--- config.mk ---
export PLATFORM = sky130hd
export DESIGN_NAME = rx_status_regs
export DESIGN_NICKNAME = d
export VERILOG_FILES = /design/src/rx_status_pkg.sv /design/src/rx_status_regs.sv
export SDC_FILE = /design/constraint.sdc
export NUM_CORES = 1
export LEC_CHECK = 0
export ABC_AREA = 1
export BUFFER_PORTS_ARGS = -buffer_cell sky130_fd_sc_hd__buf_2
export CAP_MARGIN = 20
export CORE_UTILIZATION = 40
export CTS_CLUSTER_SIZE = 24
export DETAILED_ROUTE_END_ITERATION = 8
export PLACE_DENSITY = 0.75
export REMOVE_ABC_BUFFERS = 1
export SYNTH_ARGS = -nofsm -noshare
export SYNTH_HDL_FRONTEND = slang
export SYNTH_SLANG_ARGS = --single-unit
--- constraint.sdc ---
create_clock -name SYS_CLK_I -period 3.4 [get_ports SYS_CLK_I]
set_input_delay 1.02 -clock SYS_CLK_I [delete_from_list [all_inputs] [get_ports SYS_CLK_I]]
set_output_delay 1.02 -clock SYS_CLK_I [all_outputs]
set_load 0.05 [all_outputs]
--- src/rx_status_pkg.sv ---
// Purpose: Shared constants and carrier types for the receive status register bank.
// Assumes: Registers sit at word index * 4 on a 32-bit AHB-Lite bus.
// Notes: Event carriers come from logic on the same clock as the register bank.
package rx_status_pkg;

  // Register word indices; the byte address is four times the index.
  localparam logic [7:0] IDX_ERROR_WAKEUP_IRQ = 8'h19;
  localparam logic [7:0] IDX_FIFO_BYTE_COUNT = 8'h1A;
  localparam logic [7:0] IDX_FIFO_LAST_BYTE_STATUS = 8'h1B;
  localparam logic [7:0] IDX_COLLISION_POSITION = 8'h1C;
  localparam logic [7:0] IDX_WAKEUP_MASK = 8'h30;
  localparam logic [7:0] IDX_STATUS_CONTROL = 8'h31;
  localparam logic [7:0] IDX_WAKEUP_DELTAS = 8'h32;
  localparam logic [7:0] IDX_COMMAND = 8'h33;

  // Error and wake-up register bits.
  localparam int ERR_CRC_BIT = 7;
  localparam int ERR_PARITY_BIT = 6;
  localparam int ERR_SOFT_FRAMING_BIT = 5;
  localparam int ERR_HARD_FRAMING_BIT = 4;
  localparam int ERR_WAKEUP_TIMER_BIT = 3;
  localparam int ERR_WAKE_AMPLITUDE_BIT = 2;
  localparam int ERR_WAKE_PHASE_BIT = 1;
  localparam int ERR_WAKE_CAPACITANCE_BIT = 0;

  // FIFO last-byte status bits.
  localparam int FIFO_UNDERFLOW_BIT = 6;
  localparam int FIFO_OVERFLOW_BIT = 5;
  localparam int FIFO_INCOMPLETE_BIT = 4;
  localparam int FIFO_LAST_BITS_LSB = 1;
  localparam int FIFO_MISSING_PARITY_BIT = 0;

  // Collision position fields.
  localparam int COLL_BYTES_LSB = 4;
  localparam int COLL_BITS_LSB = 1;
  localparam int COLL_PARITY_BIT = 0;

  // Control and command bits.
  localparam int CTRL_WT_EVERY_TIMEOUT_BIT = 0;
  localparam int CMD_SET_DEFAULT_BIT = 0;
  localparam int CMD_CLEAR_BIT = 1;

  localparam logic [7:0] REG8_RESET = 8'h00;
  localparam logic [6:0] FIFO_MAX_BYTES = 7'h60;

  typedef struct packed {
    logic crc_error;
    logic parity_error;
    logic soft_framing;
    logic hard_framing;
    logic wakeup_timeout;
  } rx_err_events_s;

  // Channel order matches the wake-up bit positions: 0 capacitance, 1 phase, 2 amplitude.
  typedef struct packed {
    logic [2:0] valid;
    logic [2:0][7:0] value;
    logic [2:0][7:0] reference;
  } wake_meas_s;

  typedef struct packed {
    logic [6:0] count;
    logic host_read;
    logic overflow;
    logic last_update;
    logic last_incomplete;
    logic [2:0] last_bits;
    logic missing_parity;
  } fifo_state_s;

  typedef struct packed {
    logic event_hit;
    logic anticoll_frame;
    logic frame_start;
    logic [3:0] full_bytes;
    logic [2:0] bits;
    logic on_parity;
  } collision_s;

endpackage

--- src/rx_status_regs.sv ---
// Purpose: Receive error, wake-up, FIFO status and collision registers on AHB-Lite.
// Assumes: Event inputs are driven by logic on SYS_CLK_I; single word transfers only.
// Notes: Zero wait states; every response is OKAY; unmapped reads return zero.
//
// Summary of operation
// - Soft framing error sets error bit 5.
// - Hard framing bit 4; CRC 7, parity 6.
// - Wake-up timeout sets bit 3 if option selected.
// - Phase beyond delta sets bit 1.
// - Reset and set-default zero error register.
// - Reading error register clears it.
// - FIFO count is 7 bits, 0 to 96.
// - Underflow bit 6 on overread; overflow bit 5.
// - Incomplete last byte sets bit 4.
// - Valid bit count of last byte, bits 3:1.
// - Missing parity sets bit 0, a framing error.
// - Empty FIFO: count zero, incomplete bit and bits 1:0 of the bit count cleared.
// - Reset, set-default, clear zero FIFO and collision.
// - Full bytes before collision in bits 7:4.
// - Bits before collision in bits 3:1.
// - Only anticollision-frame collisions update the register.
// - Parity collision bit 0, first collision only.
// - Unmasked error flag drives summary bit until read.
// - Mask bit per flag suppresses its interrupt.
`timescale 1ns/1ps
`default_nettype none

module rx_status_regs #(
  parameter int FIFO_DEPTH = 96,
  parameter int MEAS_W = 8
) (
  input wire logic SYS_CLK_I,
  input wire logic RST_N_I,
  input wire logic HSEL_I,
  input wire logic [31:0] HADDR_I,
  input wire logic [1:0] HTRANS_I,
  input wire logic HWRITE_I,
  input wire logic [2:0] HSIZE_I,
  input wire logic [31:0] HWDATA_I,
  input wire logic HREADY_I,
  output logic [31:0] HRDATA_O,
  output logic HREADYOUT_O,
  output logic HRESP_O,
  input wire rx_status_pkg::rx_err_events_s RX_ERR_EVENTS_I,
  input wire rx_status_pkg::wake_meas_s WAKE_MEAS_I,
  input wire rx_status_pkg::fifo_state_s FIFO_STATE_I,
  input wire rx_status_pkg::collision_s COLLISION_I,
  output logic ERR_SUMMARY_O
);

  if (FIFO_DEPTH < 1 || FIFO_DEPTH > int'(rx_status_pkg::FIFO_MAX_BYTES)) begin : g_bad_depth
    $error("FIFO_DEPTH must lie between 1 and 96.");
  end
  if (MEAS_W != 8) begin : g_bad_meas
    $error("MEAS_W must be 8 to match the packed measurement carrier.");
  end

  localparam logic [6:0] DEPTH_MAX = 7'(FIFO_DEPTH);

  // Bus decode. HSIZE_I is not checked because only whole words are issued.
  wire accept = HSEL_I && HTRANS_I[1] && HREADY_I;
  wire [7:0] addr_idx = HADDR_I[9:2];
  wire addr_high_zero = (HADDR_I[31:10] == 22'h000000);
  wire read_accept = accept && !HWRITE_I;
  wire read_err = read_accept && addr_high_zero
    && (addr_idx == rx_status_pkg::IDX_ERROR_WAKEUP_IRQ);

  logic dp_write;
  logic [7:0] dp_idx;
  logic dp_mapped;

  always_ff @(posedge SYS_CLK_I) begin
    if (!RST_N_I) begin
      dp_write <= 1'b0;
      dp_idx <= 8'h00;
      dp_mapped <= 1'b0;
    end else begin
      dp_write <= accept && HWRITE_I;
      dp_idx <= addr_idx;
      dp_mapped <= addr_high_zero;
    end
  end

  wire wr_ok = dp_write && dp_mapped;
  wire wr_mask = wr_ok && (dp_idx == rx_status_pkg::IDX_WAKEUP_MASK);
  wire wr_ctrl = wr_ok && (dp_idx == rx_status_pkg::IDX_STATUS_CONTROL);
  wire wr_deltas = wr_ok && (dp_idx == rx_status_pkg::IDX_WAKEUP_DELTAS);
  wire wr_cmd = wr_ok && (dp_idx == rx_status_pkg::IDX_COMMAND);
  wire set_default = wr_cmd && HWDATA_I[rx_status_pkg::CMD_SET_DEFAULT_BIT];
  wire clear_cmd = wr_cmd && HWDATA_I[rx_status_pkg::CMD_CLEAR_BIT];
  // Either command empties the FIFO-side registers.
  wire fifo_wipe = set_default || clear_cmd;

  // Software configuration.
  logic [7:0] wake_mask;
  logic wt_every_timeout;
  logic [2:0][7:0] wake_delta;

  always_ff @(posedge SYS_CLK_I) begin
    if (!RST_N_I || set_default) begin
      wake_mask <= rx_status_pkg::REG8_RESET;
      wt_every_timeout <= 1'b0;
      wake_delta <= '0;
    end else begin
      if (wr_mask) begin
        wake_mask <= HWDATA_I[7:0];
      end
      if (wr_ctrl) begin
        wt_every_timeout <= HWDATA_I[rx_status_pkg::CTRL_WT_EVERY_TIMEOUT_BIT];
      end
      if (wr_deltas) begin
        wake_delta <= HWDATA_I[23:0];
      end
    end
  end

  // Wake-up comparators, one per measurement channel.
  logic [2:0] wake_hit;
  genvar ch;
  generate
    for (ch = 0; ch < 3; ch++) begin : g_wake
      wire [7:0] meas = WAKE_MEAS_I.value[ch];
      wire [7:0] refv = WAKE_MEAS_I.reference[ch];
      wire [7:0] diff = (meas > refv) ? 8'(meas - refv) : 8'(refv - meas);
      assign wake_hit[ch] = WAKE_MEAS_I.valid[ch] && (diff > wake_delta[ch]);
    end
  endgenerate

  // Error and wake-up flags.
  logic [7:0] err_flags;
  wire [7:0] err_set = {
    RX_ERR_EVENTS_I.crc_error,
    RX_ERR_EVENTS_I.parity_error,
    RX_ERR_EVENTS_I.soft_framing,
    RX_ERR_EVENTS_I.hard_framing,
    RX_ERR_EVENTS_I.wakeup_timeout && wt_every_timeout,
    wake_hit
  };
  // A read clears only the flags it has seen; new events in the same cycle survive.
  wire [7:0] err_keep = read_err ? 8'h00 : err_flags;
  wire [7:0] next_err_flags = err_keep | err_set;

  always_ff @(posedge SYS_CLK_I) begin
    if (!RST_N_I || set_default) begin
      err_flags <= rx_status_pkg::REG8_RESET;
    end else begin
      err_flags <= next_err_flags;
    end
  end

  // The summary follows the flags, so it drops only after the read-clear.
  wire summary_next = |(next_err_flags & ~wake_mask) && !set_default;
  always_ff @(posedge SYS_CLK_I) begin
    if (!RST_N_I) begin
      ERR_SUMMARY_O <= 1'b0;
    end else begin
      ERR_SUMMARY_O <= summary_next;
    end
  end

  // FIFO byte count, limited to the documented range.
  logic [6:0] fifo_count;
  wire [6:0] count_limited = (FIFO_STATE_I.count > DEPTH_MAX) ? DEPTH_MAX : FIFO_STATE_I.count;
  wire fifo_empty = (FIFO_STATE_I.count == 7'h00);

  always_ff @(posedge SYS_CLK_I) begin
    if (!RST_N_I || fifo_wipe) begin
      fifo_count <= 7'h00;
    end else begin
      fifo_count <= count_limited;
    end
  end

  // FIFO last-byte status.
  logic fifo_underflow;
  logic fifo_overflow;
  logic last_incomplete;
  logic [2:0] last_byte_bit_count;
  logic missing_parity_flag;

  always_ff @(posedge SYS_CLK_I) begin
    if (!RST_N_I || fifo_wipe) begin
      fifo_underflow <= 1'b0;
      fifo_overflow <= 1'b0;
      last_incomplete <= 1'b0;
      last_byte_bit_count <= 3'h0;
      missing_parity_flag <= 1'b0;
    end else begin
      if (FIFO_STATE_I.host_read && fifo_empty) begin
        fifo_underflow <= 1'b1;
      end
      if (FIFO_STATE_I.overflow) begin
        fifo_overflow <= 1'b1;
      end
      if (FIFO_STATE_I.last_update) begin
        last_incomplete <= FIFO_STATE_I.last_incomplete;
        last_byte_bit_count <=
          FIFO_STATE_I.last_incomplete ? FIFO_STATE_I.last_bits : 3'h0;
        missing_parity_flag <= FIFO_STATE_I.missing_parity;
      end else if (fifo_empty) begin
        // Bit 2 of the count stays; only the bits named for an empty FIFO drop.
        last_incomplete <= 1'b0;
        last_byte_bit_count[1:0] <= 2'h0;
      end
    end
  end

  wire [7:0] fifo_status2 = {
    1'b0, fifo_underflow, fifo_overflow, last_incomplete, last_byte_bit_count, missing_parity_flag
  };

  // Collision position, kept from the first collision of an anticollision frame.
  logic [7:0] coll_pos;
  logic coll_seen;
  wire coll_take = COLLISION_I.event_hit && COLLISION_I.anticoll_frame && !coll_seen;
  wire [7:0] coll_value = {
    COLLISION_I.full_bytes,
    COLLISION_I.bits,
    COLLISION_I.on_parity
  };

  always_ff @(posedge SYS_CLK_I) begin
    if (!RST_N_I || fifo_wipe) begin
      coll_pos <= rx_status_pkg::REG8_RESET;
      coll_seen <= 1'b0;
    end else begin
      if (COLLISION_I.frame_start) begin
        coll_seen <= 1'b0;
      end else if (coll_take) begin
        coll_seen <= 1'b1;
      end
      if (coll_take) begin
        coll_pos <= coll_value;
      end
    end
  end

  // Read data is captured in the address phase so that it stands from flip-flops.
  wire [31:0] rd_mux =
    !addr_high_zero ? 32'h00000000 :
    (addr_idx == rx_status_pkg::IDX_ERROR_WAKEUP_IRQ) ? {24'h000000, err_flags} :
    (addr_idx == rx_status_pkg::IDX_FIFO_BYTE_COUNT) ? {25'h0000000, fifo_count} :
    (addr_idx == rx_status_pkg::IDX_FIFO_LAST_BYTE_STATUS) ? {24'h000000, fifo_status2} :
    (addr_idx == rx_status_pkg::IDX_COLLISION_POSITION) ? {24'h000000, coll_pos} :
    (addr_idx == rx_status_pkg::IDX_WAKEUP_MASK) ? {24'h000000, wake_mask} :
    (addr_idx == rx_status_pkg::IDX_STATUS_CONTROL) ? {30'h0, ERR_SUMMARY_O, wt_every_timeout} :
    (addr_idx == rx_status_pkg::IDX_WAKEUP_DELTAS) ? {8'h00, wake_delta} :
    32'h00000000;

  always_ff @(posedge SYS_CLK_I) begin
    if (!RST_N_I) begin
      HRDATA_O <= 32'h00000000;
    end else if (read_accept) begin
      HRDATA_O <= rd_mux;
    end
  end

  assign HREADYOUT_O = 1'b1;
  assign HRESP_O = 1'b0;
endmodule // rx_status_regs

`default_nettype wire

### Word-level counts from Yosys, hierarchy flattened

Index checks and enable logic that the tools add are counted.

* add/sub/neg operators: 6
* order comparisons: 7
* equality and inequality tests: 11
* muxes and demuxes: 18
* bitwise logic cells: 3
* reductions and logical operators: 34

Operators with widths (number)
* 24-bit 2-to-1 mux: 8
* 8-bit by 6-bit == test with 1-bit output, second input constant: 7
* 8-bit greater-than comparator: 6
* 8-bit subtractor: 6
* 8-bit by 5-bit == test with 1-bit output, second input constant: 4
* 8-bit 2-to-1 mux: 4
* 22-bit logical NOT: 1
* 1-bit logical AND: 21
* 8-bit bitwise AND: 1
* 8-bit inverter: 1
* 8-bit bitwise OR: 1
* 8-bit OR reduction: 1
* 7-bit greater-than comparator, second input constant: 1
* 7-bit logical NOT: 1
* 7-bit 2-to-1 mux: 1
* 1-bit logical NOT: 4
* 2-bit 2-to-1 mux: 2
* 2-bit OR reduction: 2
* 1-bit logical OR: 3
* 3-bit 2-to-1 mux: 1
* 1-bit 2-to-1 mux: 2
* 2-bit nonzero test: 1

* register bits after elaboration: 107
* input port bits: 156
* output and inout bits: 35
* word-level logic and storage cells: 100

### Depth between registers and ports, before layout

* word-level depth: 10
* gate-level depth with buffers: 25
* depth with buffers taken out: 25

### Worst setup path after synthesis

Ideal clock, no wire load.

* path type: input to register
* start: input WAKE_MEAS_I[24] in the netlist's numbering
* end: register ERR_SUMMARY_O
* setup time: 0.120 ns
* data arrival time: 3.377 ns
* required time: 3.280 ns
* setup slack: -0.096 ns
* cell stages on the path: 23
* buffers on the path: 0
* cells stage by stage: inv_1 -> ha_1 -> inv_1 -> fa_1 -> inv_1 -> o21ai_1 -> a21oi_1 -> nand2_1 -> nand2_4 -> mux2_2 -> ha_1 -> inv_1 -> nor2_1 -> o21bai_1 -> nand2_1 -> nand2_1 -> nand2_1 -> nand3_1 -> nand2_1 -> nand2_1 -> nand2_1 -> nor2_1 -> a21oi_1

* cells in the longest elaborated chain, start to end: 8
* elaborated cells on any way between the ends: 10
* classes of those cells: add/sub: 2; order compare: 2; mux: 1; bitwise: 2; reduce/logical: 3

Ends and longest elaborated chain
* start: declaration: line rx_status_regs.sv:45 `input wire rx_status_pkg::wake_meas_s WAKE_MEAS_I,`
* 8-bit subtractor / 8-bit greater-than comparator (equally long branches): line rx_status_regs.sv:124 `wire [7:0] diff = (meas > refv) ? 8'(meas - refv) : 8'(refv - meas);`
* 8-bit 2-to-1 mux (*): line rx_status_regs.sv:124
* 8-bit greater-than comparator (*): line rx_status_regs.sv:125 `assign wake_hit[ch] = WAKE_MEAS_I.valid[ch] && (diff > wake_delta[ch]);`
* 1-bit logical AND (*): line rx_status_regs.sv:125
* 8-bit bitwise OR (*): line rx_status_regs.sv:141 `wire [7:0] next_err_flags = err_keep | err_set;`
* 8-bit bitwise AND (*): line rx_status_regs.sv:152 `wire summary_next = |(next_err_flags & ~wake_mask) && !set_default;`
* 8-bit OR reduction (*): line rx_status_regs.sv:152
* 1-bit logical AND (*): line rx_status_regs.sv:152
* end signal: assignment: line rx_status_regs.sv:157 `ERR_SUMMARY_O <= summary_next;`
* end: declaration: line rx_status_regs.sv:48 `output logic ERR_SUMMARY_O`

Mark *: on every way between the ends. The rest lies on a longest branch, timed or not.
A chain may end at the register's enable or synchronous reset.

### Worst setup path in the final report

Same ends and word-level chain as after synthesis.

==> out/results.ini <==
[synth]
synthTopCellsByCount = nand2_1, inv_1, a21oi_1
synth_top_area_share_pct = 28.17
synth_top_cell_by_area = dfxtp_1
yosysMostFrequentCell = nand2_1
synth-simple-area-share_pct = 26.20
syn_inst = 1033
synth_edf_count = 0
synth-xor-area-share_pct = 2.863
yosys_most_used_dff = dfxtp_1
ys_seq_area_share_pct = 28.17
avgSynthCellArea_um2 = 6.811
ys_warn_count = 0
yosysUniqueCellTypes = 45
synth_adder_area_share_pct = 13.98
syn_area_um2 = 7035
synthTopCellsByArea = dfxtp_1, nand2_1, ha_1
async_reset_ff_share_pct = 0
synth_compound_area_share_pct = 15.15
ys_seq_elements = 99
synth_mux_area_share_pct = 0.9603
synth_top_family_by_area = simple AND/OR/NAND/NOR gates

[cts]
cts-htree-levels = 3
insertion_delay_ps = 350
cts_tree = built
numCtsBuffers = 9
clockBufferDepth = 2
holdBufCountCts = 0
cts.sinks = 99
clkTransAtPathRegs_ps = 70
root_buffer = clkbuf_16

[placed_design]
dp_hpwl_um = 15190
dp_cells = 1496
gp_congestion = 0.8882
port_buffers = 166
place_area_um2 = 8728
pre_cts_slack_ps = -495.6

[layout]
fillers = 1598
area_delta_synth_final_pct = 36.03
post-route-util_pct = 55.52
seq_area_um2 = 1982
multi_input_area_um2 = 4621
instances_no_fill = 1523
finalInstanceArea_um2 = 9570
nNetsFinal = 1523
drive_gt1_share_pct = 30.92

[sta]
slew_viol_final = 0
rsz0062_at_grt = true
hold_viol = 0
fin_setup_tns_ps = 0
final.min_clock_period_ps = 3362
relSlewSlack_pct = 41.77
setup_viol = 0
fin_skew_ps = 7.484
post-route-period-util_pct = 98.88
hold_slack_ps = 461.0
fmax_mhz = 297.5
tightest_slew_ps = 872.5
fin_ws_ps = 38.19

[power]
power_density_nw_per_um2 = 363.1
intPower_mw = 2.395
combPwrFrac_pct = 33.0
power.switching_mw = 1.080
power_frac_clock_pct = 32.4
p_sw_share_pct = 31.09
pwr-share-seq_pct = 34.6
leakage_nw = 4.732
power_mw = 3.475
ir_drop_mv = 0.2812

[drt]
wirelength_um = 19600
drt_pre_antenna_iters = 4
postRouteAntennaNets = 0
route.detailed.wl_per_inst_um = 12.87
routed_via_density = 4.909
via_count = 7476
drcViolationCount = 0
first_iter_violations = 332

[global_route]
grt_pass1_vias = 7011
grtUsageTotal_pct = 21.16
antenna_found_initial = 1
overflow = 0
grt_pass1_wl_um = 30910
grt_max_degree = 30

[die]
ioPinCount = 191
dieArea_um2 = 18120
die_w_um = 134.6
rows = 48
die_y_um = 134.6
initial_core_util_pct = 40.82
fp.coreArea_um2 = 17240

[critical_path]
cp-end-kind = flip-flop
cp_data_required_time_ps = 3640
start_kind = primary input
worst-path-max-fanout = 5
arrival_ps = 3600
critPathKind = primary input to flip-flop

[status]
status = completed

[hold_path]
min_path_type = flip-flop to flip-flop

[flow_run]
cap_violations = 0

worst max-delay path: stages:
cell	delay [ps]
buf_6	100
inv_4	50
ha_4	130
inv_2	30
fa_2	330
inv_2	70
o21ai_2	70
a21oi_2	140
nand2_2	120
nand2_4	120
buf_4	120
mux2_2	310
inv_1	60
ha_1	230
nand2_2	80
o21a_1	150
nand2_1	70
nand3_2	90
nand2_1	60
nand2_1	60
nand2_1	40
nor2_1	80
a21oi_1	70
kinds of logic (layout without fill, tap and decap cells):
family,count (synthesis),in the layout
flops,99,99
mux,6,6
fa+ha+maj,75,75
simple gates,422,424
compound gates,192,192
other cells,2,11
xor+xnor,23,23
buf+inv,214,468
flip-flops by register name, summed over array words and instances, names as in the netlist:
name / count
missing_parity_flag: 1
dp_idx: 8
last_incomplete: 1
err_flags: 8
fifo_underflow: 1
fifo_overflow: 1
wake_delta: 24
fifo_count: 7
wt_every_timeout: 1
dp_mapped: 1
dp_write: 1
wake_mask: 8
coll_seen: 1
coll_pos: 8
last_byte_bit_count: 3
ERR_SUMMARY_O: 1
HRDATA_O: 24
final timing paths:
check	startpoint	cells after the start	endpoint	slack (ps)
min	HRDATA_O[19]$_SDFFE_PN0P_	2	HRDATA_O[19]$_SDFFE_PN0P_	460
min reg2reg	HRDATA_O[19]$_SDFFE_PN0P_	2	HRDATA_O[19]$_SDFFE_PN0P_	460
max	WAKE_MEAS_I[24]	23	ERR_SUMMARY_O$_SDFF_PN0_	40
max reg2reg	dp_idx[3]$_SDFF_PN0_	6	wake_delta[17]$_SDFFE_PP0P_	1470
power by group through the flow:
stage | combinational [mW] | sequential (mW) | clock, mW
2_1_floorplan | 0.568 | 1.23 | 0
3_3_place_gp | 0.918 | 1.23 | 0
3_5_place_dp | 0.943 | 1.23 | 0
4_1_cts | 0.993 | 1.20 | 1.14
5_1_grt | 1.28 | 1.20 | 1.19
6_report | 1.15 | 1.20 | 1.13
layout by cell type (no fill, tap or decap), types with 20 or more instances in the layout:
master     n
buf_2    165
dfxtp_1   99
inv_1    162
ha_1      52
o21ai_0   20
nand2_2   22
nand2_1  241
a21oi_1  113
nor2_1    67
nand3_1   30
nand4_1   26
buf_4    105
layout make-up:
class                      count  share of cell area (%)
multi-input combinational    730                   48.28
timing repair buffer         275                   17.54
clock inverter                 7                   1.124
tap                          225                   2.942
sequential                    99                   20.71
inverter                     177                   7.021
clock buffer                   9                   2.353
antenna                        1                 0.02615
routing by layer:
metal,GRT usage (%),routed length (um),up-vias
met5,0,0,-
met4,8.240,497,0
met3,3.829,1004,34
met2,37.74,9656,197
met1,25.00,8439,3432
li1,-,-,3813
repair_timing:
item,in CTS,in global routing
endpoints found under the setup margin,1,3
resized for setup,26,78
cloned,2,0
setup buffers,3,6
pin swaps,17,48
No activity file was read; power rests on OpenSTA's default activity.
